==> src/logic/lnk_regs.svh <==
// Register offsets, field positions, reset values and timing for the link interrupt block
`ifndef LNK_REGS_SVH
`define LNK_REGS_SVH

// Register offsets on the device register port
`define LNK_OFS_ENABLE_A 12'h4B8
`define LNK_OFS_ENABLE_B 12'h4B9
`define LNK_OFS_STATUS_A 12'h4BA
`define LNK_OFS_STATUS_B 12'h4BB

// Field positions shared by enable and status A
`define LNK_BIT_DISPARITY 7
`define LNK_BIT_NOT_IN_TABLE 6
`define LNK_BIT_UNEXP_CTRL 5
`define LNK_BIT_LANE_DESKEW 4
`define LNK_BIT_INIT_LANE_SYNC 3
`define LNK_BIT_CHECKSUM 2
`define LNK_BIT_FRAME_SYNC 1
`define LNK_BIT_CODE_GROUP_SYNC 0
// Only live bit of enable and status B
`define LNK_BIT_CONFIG_MISMATCH 0

// Reset values
`define LNK_RST_ENABLE_A 8'h00
`define LNK_RST_ENABLE_B 8'h00
`define LNK_RST_STATUS_A 8'h00
`define LNK_RST_STATUS_B 8'h00

// Alignment configuration image: fourteen bytes, checksum last
`define LNK_CFG_BYTES 14
// Comparison latency in clock cycles
`define LNK_CMP_CYCLES 1

`endif

==> src/logic/lnk_pkg.sv <==
// Types shared by the link interrupt block
package lnk_pkg;
	typedef logic [7:0] lnk_byte_t; // One register byte
	typedef logic [11:0] lnk_addr_t; // Register port address
	typedef logic [111:0] lnk_cfg_t; // Fourteen-byte alignment configuration
endpackage

==> src/logic/lnk_ilas_cmp.sv <==
// Byte-wise comparison of received and programmed alignment configuration
`timescale 1ns/10ps
`default_nettype none
`include "lnk_regs.svh"
module lnk_ilas_cmp
	import lnk_pkg::*;
(
	input wire logic clk,
	input wire logic resetn,
	input wire logic ce,
	input wire logic start,
	input wire lnk_cfg_t rx_cfg,
	input wire lnk_cfg_t prog_cfg,
	output logic mismatch
);
	logic [`LNK_CFG_BYTES-1:0] byte_diff; // Per-byte inequality
	logic next_mismatch; // Registered pulse next value

	////////////////////////////////////////////////////////////////////////////
	// Every byte compared, checksum byte included
	genvar gi;
	generate
		for (gi = 0; gi < `LNK_CFG_BYTES; gi++) begin : g_byte
			assign byte_diff[gi] = rx_cfg[gi*8 +: 8] != prog_cfg[gi*8 +: 8];
		end
	endgenerate

	////////////////////////////////////////////////////////////////////////////
	// Pulse only in the cycle after a start strobe
	always_comb begin
		next_mismatch = start & (|byte_diff);
	end

	// Register the result so the pulse is glitch-free
	always_ff @(posedge clk) begin
		if (!resetn) begin
			mismatch <= 1'b0;
		end else if (ce) begin
			mismatch <= next_mismatch;
		end
	end
endmodule // lnk_ilas_cmp
`default_nettype wire

==> src/logic/lnk_irq_top.sv <==
// Link receive interrupt enable and status registers with interrupt request
`timescale 1ns/10ps
`default_nettype none
`include "lnk_regs.svh"
module lnk_irq_top
	import lnk_pkg::*;
(
	input wire logic clk,
	input wire logic resetn,
	input wire logic ce,
	input wire lnk_addr_t reg_addr,
	input wire logic reg_wr,
	input wire logic reg_rd,
	input wire lnk_byte_t reg_wdata,
	output lnk_byte_t reg_rdata,
	input wire logic disparity_err_evt,
	input wire logic not_in_table_evt,
	input wire logic unexp_ctrl_evt,
	input wire logic lane_deskew_evt,
	input wire logic init_lane_sync_evt,
	input wire logic frame_sync_evt,
	input wire logic code_group_sync_evt,
	input wire logic ilas_done,
	input wire lnk_byte_t rx_checksum,
	input wire lnk_byte_t calc_checksum,
	input wire logic lane0_ilas_done,
	input wire lnk_cfg_t lane0_rx_cfg,
	input wire lnk_cfg_t prog_cfg,
	output logic link_irq
);
	lnk_byte_t enable_a; // Enables, status A sources
	logic enable_b0; // Config mismatch enable
	lnk_byte_t status_a; // Sticky source flags
	logic status_b0; // Sticky config mismatch flag
	lnk_byte_t next_enable_a; // Enable A after this edge
	logic next_enable_b0; // Enable B bit 0 after this edge
	lnk_byte_t next_status_a; // Status A after set and clear
	logic next_status_b0; // Status B bit 0 after set and clear
	lnk_byte_t next_rdata; // Read data to register
	logic next_irq; // Request to register
	lnk_byte_t src_evt; // Event vector in status A order
	logic cks_evt; // Checksum mismatch event
	logic cfg_evt; // Config mismatch event, from comparator
	logic wr_en_a; // Write to enable A this cycle
	logic wr_en_b; // Write to enable B this cycle
	logic wr_st_a; // Write-one clear to status A
	logic wr_st_b; // Write-one clear to status B

	////////////////////////////////////////////////////////////////////////////
	// Source events

	// Link-sent checksum against receiver-computed one; the programmed
	// checksum reaches this block only inside prog_cfg, for the config compare
	assign cks_evt = ilas_done & (rx_checksum != calc_checksum);

	// Lane 0 configuration compare, one cycle of latency
	lnk_ilas_cmp u_cmp (
		.clk(clk),
		.resetn(resetn),
		.ce(ce),
		.start(lane0_ilas_done),
		.rx_cfg(lane0_rx_cfg),
		.prog_cfg(prog_cfg),
		.mismatch(cfg_evt)
	);

	// Gather events into the shared bit layout
	always_comb begin
		src_evt = 8'h00;
		src_evt[`LNK_BIT_DISPARITY] = disparity_err_evt;
		src_evt[`LNK_BIT_NOT_IN_TABLE] = not_in_table_evt;
		src_evt[`LNK_BIT_UNEXP_CTRL] = unexp_ctrl_evt;
		src_evt[`LNK_BIT_LANE_DESKEW] = lane_deskew_evt;
		src_evt[`LNK_BIT_INIT_LANE_SYNC] = init_lane_sync_evt;
		src_evt[`LNK_BIT_CHECKSUM] = cks_evt;
		src_evt[`LNK_BIT_FRAME_SYNC] = frame_sync_evt;
		src_evt[`LNK_BIT_CODE_GROUP_SYNC] = code_group_sync_evt;
	end

	////////////////////////////////////////////////////////////////////////////
	// Register decode
	assign wr_en_a = reg_wr && (reg_addr == `LNK_OFS_ENABLE_A);
	assign wr_en_b = reg_wr && (reg_addr == `LNK_OFS_ENABLE_B);
	assign wr_st_a = reg_wr && (reg_addr == `LNK_OFS_STATUS_A);
	assign wr_st_b = reg_wr && (reg_addr == `LNK_OFS_STATUS_B);

	////////////////////////////////////////////////////////////////////////////
	// Next-state: enables, sticky flags, read data, request
	always_comb begin
		// Enables are plain storage
		next_enable_a = wr_en_a ? reg_wdata : enable_a;
		// Bits 7:1 of B have no storage at all
		next_enable_b0 = wr_en_b ? reg_wdata[`LNK_BIT_CONFIG_MISMATCH] : enable_b0;
		// Writing one clears; a same-cycle event still sets, so none is lost
		next_status_a = (status_a & ~(wr_st_a ? reg_wdata : 8'h00)) | src_evt;
		next_status_b0 = (status_b0 & ~(wr_st_b & reg_wdata[`LNK_BIT_CONFIG_MISMATCH]))
			| cfg_evt;
		// Read mux; unmapped addresses read zero
		next_rdata = reg_rdata;
		if (reg_rd) begin
			case (reg_addr)
				`LNK_OFS_ENABLE_A: next_rdata = enable_a;
				`LNK_OFS_ENABLE_B: next_rdata = {7'h00, enable_b0};
				`LNK_OFS_STATUS_A: next_rdata = status_a;
				`LNK_OFS_STATUS_B: next_rdata = {7'h00, status_b0};
				default: next_rdata = 8'h00;
			endcase
		end
		// Request tracks current flags, one register stage behind
		next_irq = (|(status_a & enable_a)) | (status_b0 & enable_b0);
	end

	// State registers, frozen while ce is low
	always_ff @(posedge clk) begin
		if (!resetn) begin
			enable_a <= `LNK_RST_ENABLE_A;
			enable_b0 <= 1'b0;
			status_a <= `LNK_RST_STATUS_A;
			status_b0 <= 1'b0;
			reg_rdata <= 8'h00;
			link_irq <= 1'b0;
		end else if (ce) begin
			enable_a <= next_enable_a;
			enable_b0 <= next_enable_b0;
			status_a <= next_status_a;
			status_b0 <= next_status_b0;
			reg_rdata <= next_rdata;
			link_irq <= next_irq;
		end
	end
endmodule // lnk_irq_top
`default_nettype wire

==> config.mk <==
export PLATFORM = sky130hd
export DESIGN_NAME = lnk_irq_top
export DESIGN_NICKNAME = d
export VERILOG_FILES = /design/src/logic/lnk_pkg.sv /design/src/logic/lnk_ilas_cmp.sv /design/src/logic/lnk_irq_top.sv
export VERILOG_INCLUDE_DIRS = /design/src /design/src/logic
export SDC_FILE = /design/constraint.sdc
export NUM_CORES = 1
export LEC_CHECK = 0
export ABC_AREA = 0
export BUFFER_PORTS_ARGS = -buffer_cell sky130_fd_sc_hd__buf_2
export CORE_AREA = 2 2 110 112
export DETAILED_ROUTE_END_ITERATION = 7
export DIE_AREA = 0 0 112 114
export HOLD_SLACK_MARGIN = 0.15
export MAX_ROUTING_LAYER = met4
export PLACE_DENSITY = 0.61
export SLEW_MARGIN = 20
export SYNTH_ARGS = -nofsm -noshare
export SYNTH_HDL_FRONTEND = slang
export SYNTH_SLANG_ARGS = --single-unit
==> constraint.sdc <==
create_clock -name clk -period 2.9 [get_ports clk]
set_input_delay 0.435 -clock clk [delete_from_list [all_inputs] [get_ports clk]]
set_output_delay 0.435 -clock clk [all_outputs]
set_load 0.05 [all_outputs]
### Yosys cells after proc, flatten, opt, wreduce, memory -nomap -nowiden

Index checks and enable logic that the tools add are counted.

| word-level totals | value |
|---|---|
| memory bits (read-only) | 0 |
| bits in latches | 0 |
| flip-flop bits (word level) | 28 |
| input port bits | 274 |
| RAM bits | 0 |
| memories | 0 |

| operators by class | value |
|---|---|
| mux-type cells | 2 |
| reduce and logical (&&, ||, !) cells | 9 |
| divide/modulo/power cells | 0 |
| equal/unequal tests | 19 |
| order comparisons | 0 |
| bitwise gates (word level) | 12 |
| shifts and indexed selects | 0 |
| $mul | 0 |
| $add $sub $neg | 0 |

Operator list:

| kind | count |
|---|---|
| inequality test 8 bit | 15 |
| == test 12 x 11 -> 1 bit (second input constant) | 4 |
| one-hot mux 8 bit (4 select lines) | 1 |
| bitwise AND 8 bit | 2 |
| OR reduction 14 bit | 1 |
| two-way mux 8 bit | 1 |
| NOT 8 bit | 1 |
| bitwise OR 8 bit | 1 |
| OR reduction 8 bit | 1 |
| AND reduction 2 bit | 3 |
| bitwise AND 1 bit | 5 |
| logical AND 1 bit | 4 |
| bitwise OR 1 bit | 2 |
| NOT 1 bit | 1 |

### Depth between registers and ports, before layout

| logic depth | value |
|---|---|
| word-level depth | 6 |
| gate-level depth with buffers | 6 |
| depth with buffers taken out | 5 |

### Modules after synthesis

From an unflattened synthesis, not the netlist that was laid out.

| second synthesis, totals | value |
|---|---|
| cells, all modules | 309 |
| area total of the unflattened synthesis | 2580.0 sq um |

By module, submodules not included:

| module | instances | area an instance (sq um) | sequential area each (sq um) | cells an instance |
|---|---|---|---|---|
| lnk_irq_top | 1 | 1303.8 | 540.5 | 153 |
| lnk_ilas_cmp | 1 | 1276.2 | 20.0 | 156 |

### Least setup slack after synthesis

No wires, ideal clock.

| timing path | value |
|---|---|
| kind | input to register |
| start point | input port reg_addr[2] |
| end point | register enable_a[0] |
| arrival time | 1.503 ns |
| path buffers | 0 |
| slack | 1.270 ns |
| data required time | 2.772 ns |
| setup time | 0.128 ns |
| stages on the path | 5 |
| cell sequence | and4bb_2 > nand4_4 > nor3_4 > mux2i_1 > nor2_1 |

| between the ends | value |
|---|---|
| longest elaborated chain between the ends | 3 |

RTL lines:

| item | RTL line | source |
|---|---|---|
| start, declared | lnk_irq_top.sv:11 | `input wire lnk_addr_t reg_addr,` |
| == test 12 x 11 -> 1 bit | - |  |
| logical AND 1 bit | lnk_irq_top.sv:82 | `` assign wr_en_a = reg_wr && (reg_addr == `LNK_OFS_ENABLE_A); `` |
| AND reduction 2 bit (no line) | - |  |
| end signal, assigned | lnk_irq_top.sv:116 | `` enable_a <= `LNK_RST_ENABLE_A; `` |
| end signal, assigned | lnk_irq_top.sv:123 | `enable_a <= next_enable_a;` |
| end, declared | lnk_irq_top.sv:31 | `lnk_byte_t enable_a;` |

No other way between the ends.
A chain may end at the register's enable or synchronous reset.

### Worst setup path after layout

| timing path | value |
|---|---|
| start point | input port prog_cfg[81] |
| end point | register u_cmp.mismatch |

| between the ends | value |
|---|---|
| longest elaborated chain between the ends | 3 |

RTL lines:

| item | RTL line | source |
|---|---|---|
| start, declared | lnk_irq_top.sv:28 | `input wire lnk_cfg_t prog_cfg,` |
| inequality test 8 bit | lnk_ilas_cmp.sv:24 | `assign byte_diff[gi] = rx_cfg[gi*8 +: 8] != prog_cfg[gi*8 +: 8];` |
| OR reduction 14 bit | lnk_ilas_cmp.sv:31 | `next_mismatch = start & (\|byte_diff);` |
| bitwise AND 1 bit | lnk_ilas_cmp.sv:31 |  |
| end signal, assigned | lnk_ilas_cmp.sv:39 | `mismatch <= next_mismatch;` |
| end, declared | lnk_ilas_cmp.sv:14 | `output logic mismatch` |

No other way between the ends.

==> impl_metrics.toml <==
[floorplanning]
die_h_um = 114
placeableCoreArea_um2 = 11700
die_width_um = 112
initial_utilization_pct = 21.8
rows = 40
die_area_um2 = 12800
ioPinCount = 283

[sta]
finish_stage_setup_viols = 0
final.period_utilization_pct = 63.1
clock_skew_ns = 0.00568
clock.fmax_ghz = 0.547
slew_violations = 0
min_period_ns = 1.83
rsz0062_at_grt = "false"
tightest_slew_ns = 0.712
timing.slew.headroom_pct = 52.2
timing.setup.tns_ns = 0
hold_viol_final = 0

[routing]
first_pass_iters = 4
ant_nets = 0
totalWireLength_um = 11200
num_vias = 3144
drc_violations = 0
first_iter_violations = 103
routedWlPerCell_um = 15.6
route.detailed.vias_per_inst = 4.38

[critical_path]
cpPeakStageDelay_ns = 0.64
critical_path.startpoint_type = "primary input"
cp-end-kind = "register"
timing.critical_path.slowest_stage_cell = "sky130_fd_sc_hd__nor4_1"
critPathKind = "in -> reg"
worst-path-max-fanout = 1
critical_path.n_buffers_inverters = 1
r2r-start = "status_b0"
crit_path_cell_trace = "buf_2 -> xor2_1 -> nor4_1 -> nand4_1 -> nor4_1 -> a31oi_1"
critPathArrivalTime_ns = 1.94
timing.reg2reg.setup_slack_ns = 1.65
worst_path_required_time_ns = 3.02
timing.reg2reg.worst_path_depth = 4
critical_path.most_common_cell = "sky130_fd_sc_hd__nor4_1"
rr_endpoint = "reg_rdata[0]"
crit_family = "simple AND/OR/NAND/NOR gates"

[synth]
synth_area_leaders = "sky130_fd_sc_hd__xor2_1 (34%), sky130_fd_sc_hd__dfxtp_1 (22%), sky130_fd_sc_hd__xnor2_1 (6.9%)"
netlist.area_leader.share_pct = 34.3
syn-instance-count = 289
netlist.top_cell.by_area = "sky130_fd_sc_hd__xor2_1"
synth.cell_area_um2 = 2550
avgSynthCellArea_um2 = 8.83
synth_flop_cell = "sky130_fd_sc_hd__dfxtp_1"
synth.ff_latch_count = 28
synth-seq-area-share_pct = 22.0
synth.yosys.warnings = 0
synth_edf_count = 0
mappedNetlistNets = 563
synth.lib_cells_used.distinct = 32
synthArstFlopShare_pct = 0

[placement]
place_congestion = 0.850
dpl.hpwl_um = 10300
port-buffer-count = 282
placedCellCount = 713
cell_area_reported_after_detailed_placement_um2 = 4130

[layout]
most_frequent_cells_in_the_layout = "sky130_fd_sc_hd__buf_2 (282), sky130_fd_sc_hd__xor2_1 (100), sky130_fd_sc_hd__dfxtp_1 (28)"
finish.net_count = 845
share_of_cells_above_drive_strength_1_pct = 51.4
layout_commonest_cell = "sky130_fd_sc_hd__buf_2"
seqCellArea_um2 = 561
syn_to_final_growth_pct = 66.0
final_cells = 717
final.fill_count = 1213
multiInputGateArea_um2 = 1960
antenna_cells = 0
finish.instance_area_um2 = 4230

[grt]
grt_first_pass_wirelength_um = 16100
grt_start_max_net_pins = 27
grt_overflow_total = 0
antenna_violations_before_repair = 1
grt_pass1_vias = 3079
grt_use_total_pct = 16.6

[clock_network]
cts_num_sinks = 28
cts_resized = 0
path_clk_slew_ns = 0.07
post_cts_hold_buffer_count = 0
cts_tree = "yes"
h-tree-depth = 1
cts_setup_buffers = 0
cts_made_buffers = 3
clockBufferDepth = 2
clk_latency_ns = 0.26
cts.root.buffer_cell = "sky130_fd_sc_hd__clkbuf_16"

[worst_hold_path]
min_delay_worst_endpoint = "status_a[3]"
hold_path_depth = 2
timing.hold.worst.start = "reg_wdata[3]"
worst_hold_path_type = "in -> reg"

[pwr]
vdd_ir_drop_max_mv = 0.327
power_per_cell_area_nw_per_um2 = 288
power_leakage_nw = 2.09

[flow_run]
cap_viol_max_count = 0

[run_status]
outcome = "finished clean"
==> power breakdown <==
part | total (mW) | leakage, nW | switching, mW | internal, mW
sequential | 0.402 | 0.228 | 0.00764 | 0.394
clock | 0.405 | 0.0511 | 0.130 | 0.275
combinational | 0.414 | 1.81 | 0.181 | 0.233
total | 1.22 | 2.09 | 0.319 | 0.902
==> how the worst max path moves through the flow <==
stage / startpoint / slack, ns / depth (start not counted) / end
CTS: prog_cfg[82] / 0.99 / 6 / u_cmp.mismatch
global placement: prog_cfg[82] / 0.67 / 6 / u_cmp.mismatch
global route: prog_cfg[82] / 0.92 / 6 / u_cmp.mismatch
detailed placement: prog_cfg[82] / 0.72 / 6 / u_cmp.mismatch
floorplan: reg_addr[2] / 1.27 / 5 / enable_a[0]
finish: prog_cfg[81] / 1.07 / 6 / u_cmp.mismatch
==> worst register-to-register path: cells and delay by family, from the launching register on <==
kind            cells  cell delay, ns
flops               1            0.33
mux                 1            0.47
compound gates      1            0.13
simple gates        2            0.20
==> cell families (layout without fill, tap and decap cells) <==
group / Yosys count / count (layout) / synth area share, %
xor+xnor: 120 / 120 / 41.2
buf+inv: 7 / 288 / 1.13
compound gates: 34 / 34 / 9.81
mux: 17 / 17 / 7.16
flops: 28 / 28 / 22.0
simple gates: 83 / 83 / 18.7
==> through the flow <==
| stage | utilization, % | setup slack [ns] | total power [mW] | hold WS, ns |
|---|---|---|---|---|
| after floorplan | - | 1.27 | 0.574 | 0.446 |
| after global placement | 35.3 | 0.669 | 0.818 | 0.458 |
| after detailed placement | 35.3 | 0.719 | 0.826 | 0.477 |
| after CTS | 36.2 | 0.989 | 1.23 | 0.380 |
| after global routing | 36.2 | 0.924 | 1.28 | 0.386 |
| final | 36.2 | 1.07 | 1.22 | 0.383 |
==> flip-flops by register name (all words and copies together) (netlist names) <==
name	cells
enable_a	8
reg_rdata	8
status_a	8
enable_b0	1
link_irq	1
status_b0	1
u_cmp.mismatch	1
==> layer usage <==
metal / global-route usage [%] / routed length (µm)
met5: - / 0
met1: 19.5 / 4390
met4: 1.30 / 57
met2: 32.0 / 6090
met3: 1.65 / 668
==> synth_stat cells, types with 4 or more instances <==
library cell	number
sky130_fd_sc_hd__a21oi_1	10
sky130_fd_sc_hd__a2bb2oi_1	7
sky130_fd_sc_hd__a311oi_1	7
sky130_fd_sc_hd__clkbuf_1	4
sky130_fd_sc_hd__dfxtp_1	28
sky130_fd_sc_hd__mux2i_1	16
sky130_fd_sc_hd__nand2_1	13
sky130_fd_sc_hd__nand3_1	4
sky130_fd_sc_hd__nand4_1	10
sky130_fd_sc_hd__nor2_1	19
sky130_fd_sc_hd__nor4_1	27
sky130_fd_sc_hd__xnor2_1	20
sky130_fd_sc_hd__xor2_1	100
==> cell type report <==
type / count / share of cell area [%]
Sequential cell: 28 / 13.2
Clock buffer: 3 / 1.77
Tap cell: 147 / 4.34
Clock inverter: 1 / 0.709
Multi-Input combinational cell: 254 / 46.3
Timing Repair Buffer: 283 / 33.5
Inverter: 1 / 0.0887
No activity file was read; power rests on OpenSTA's default activity.
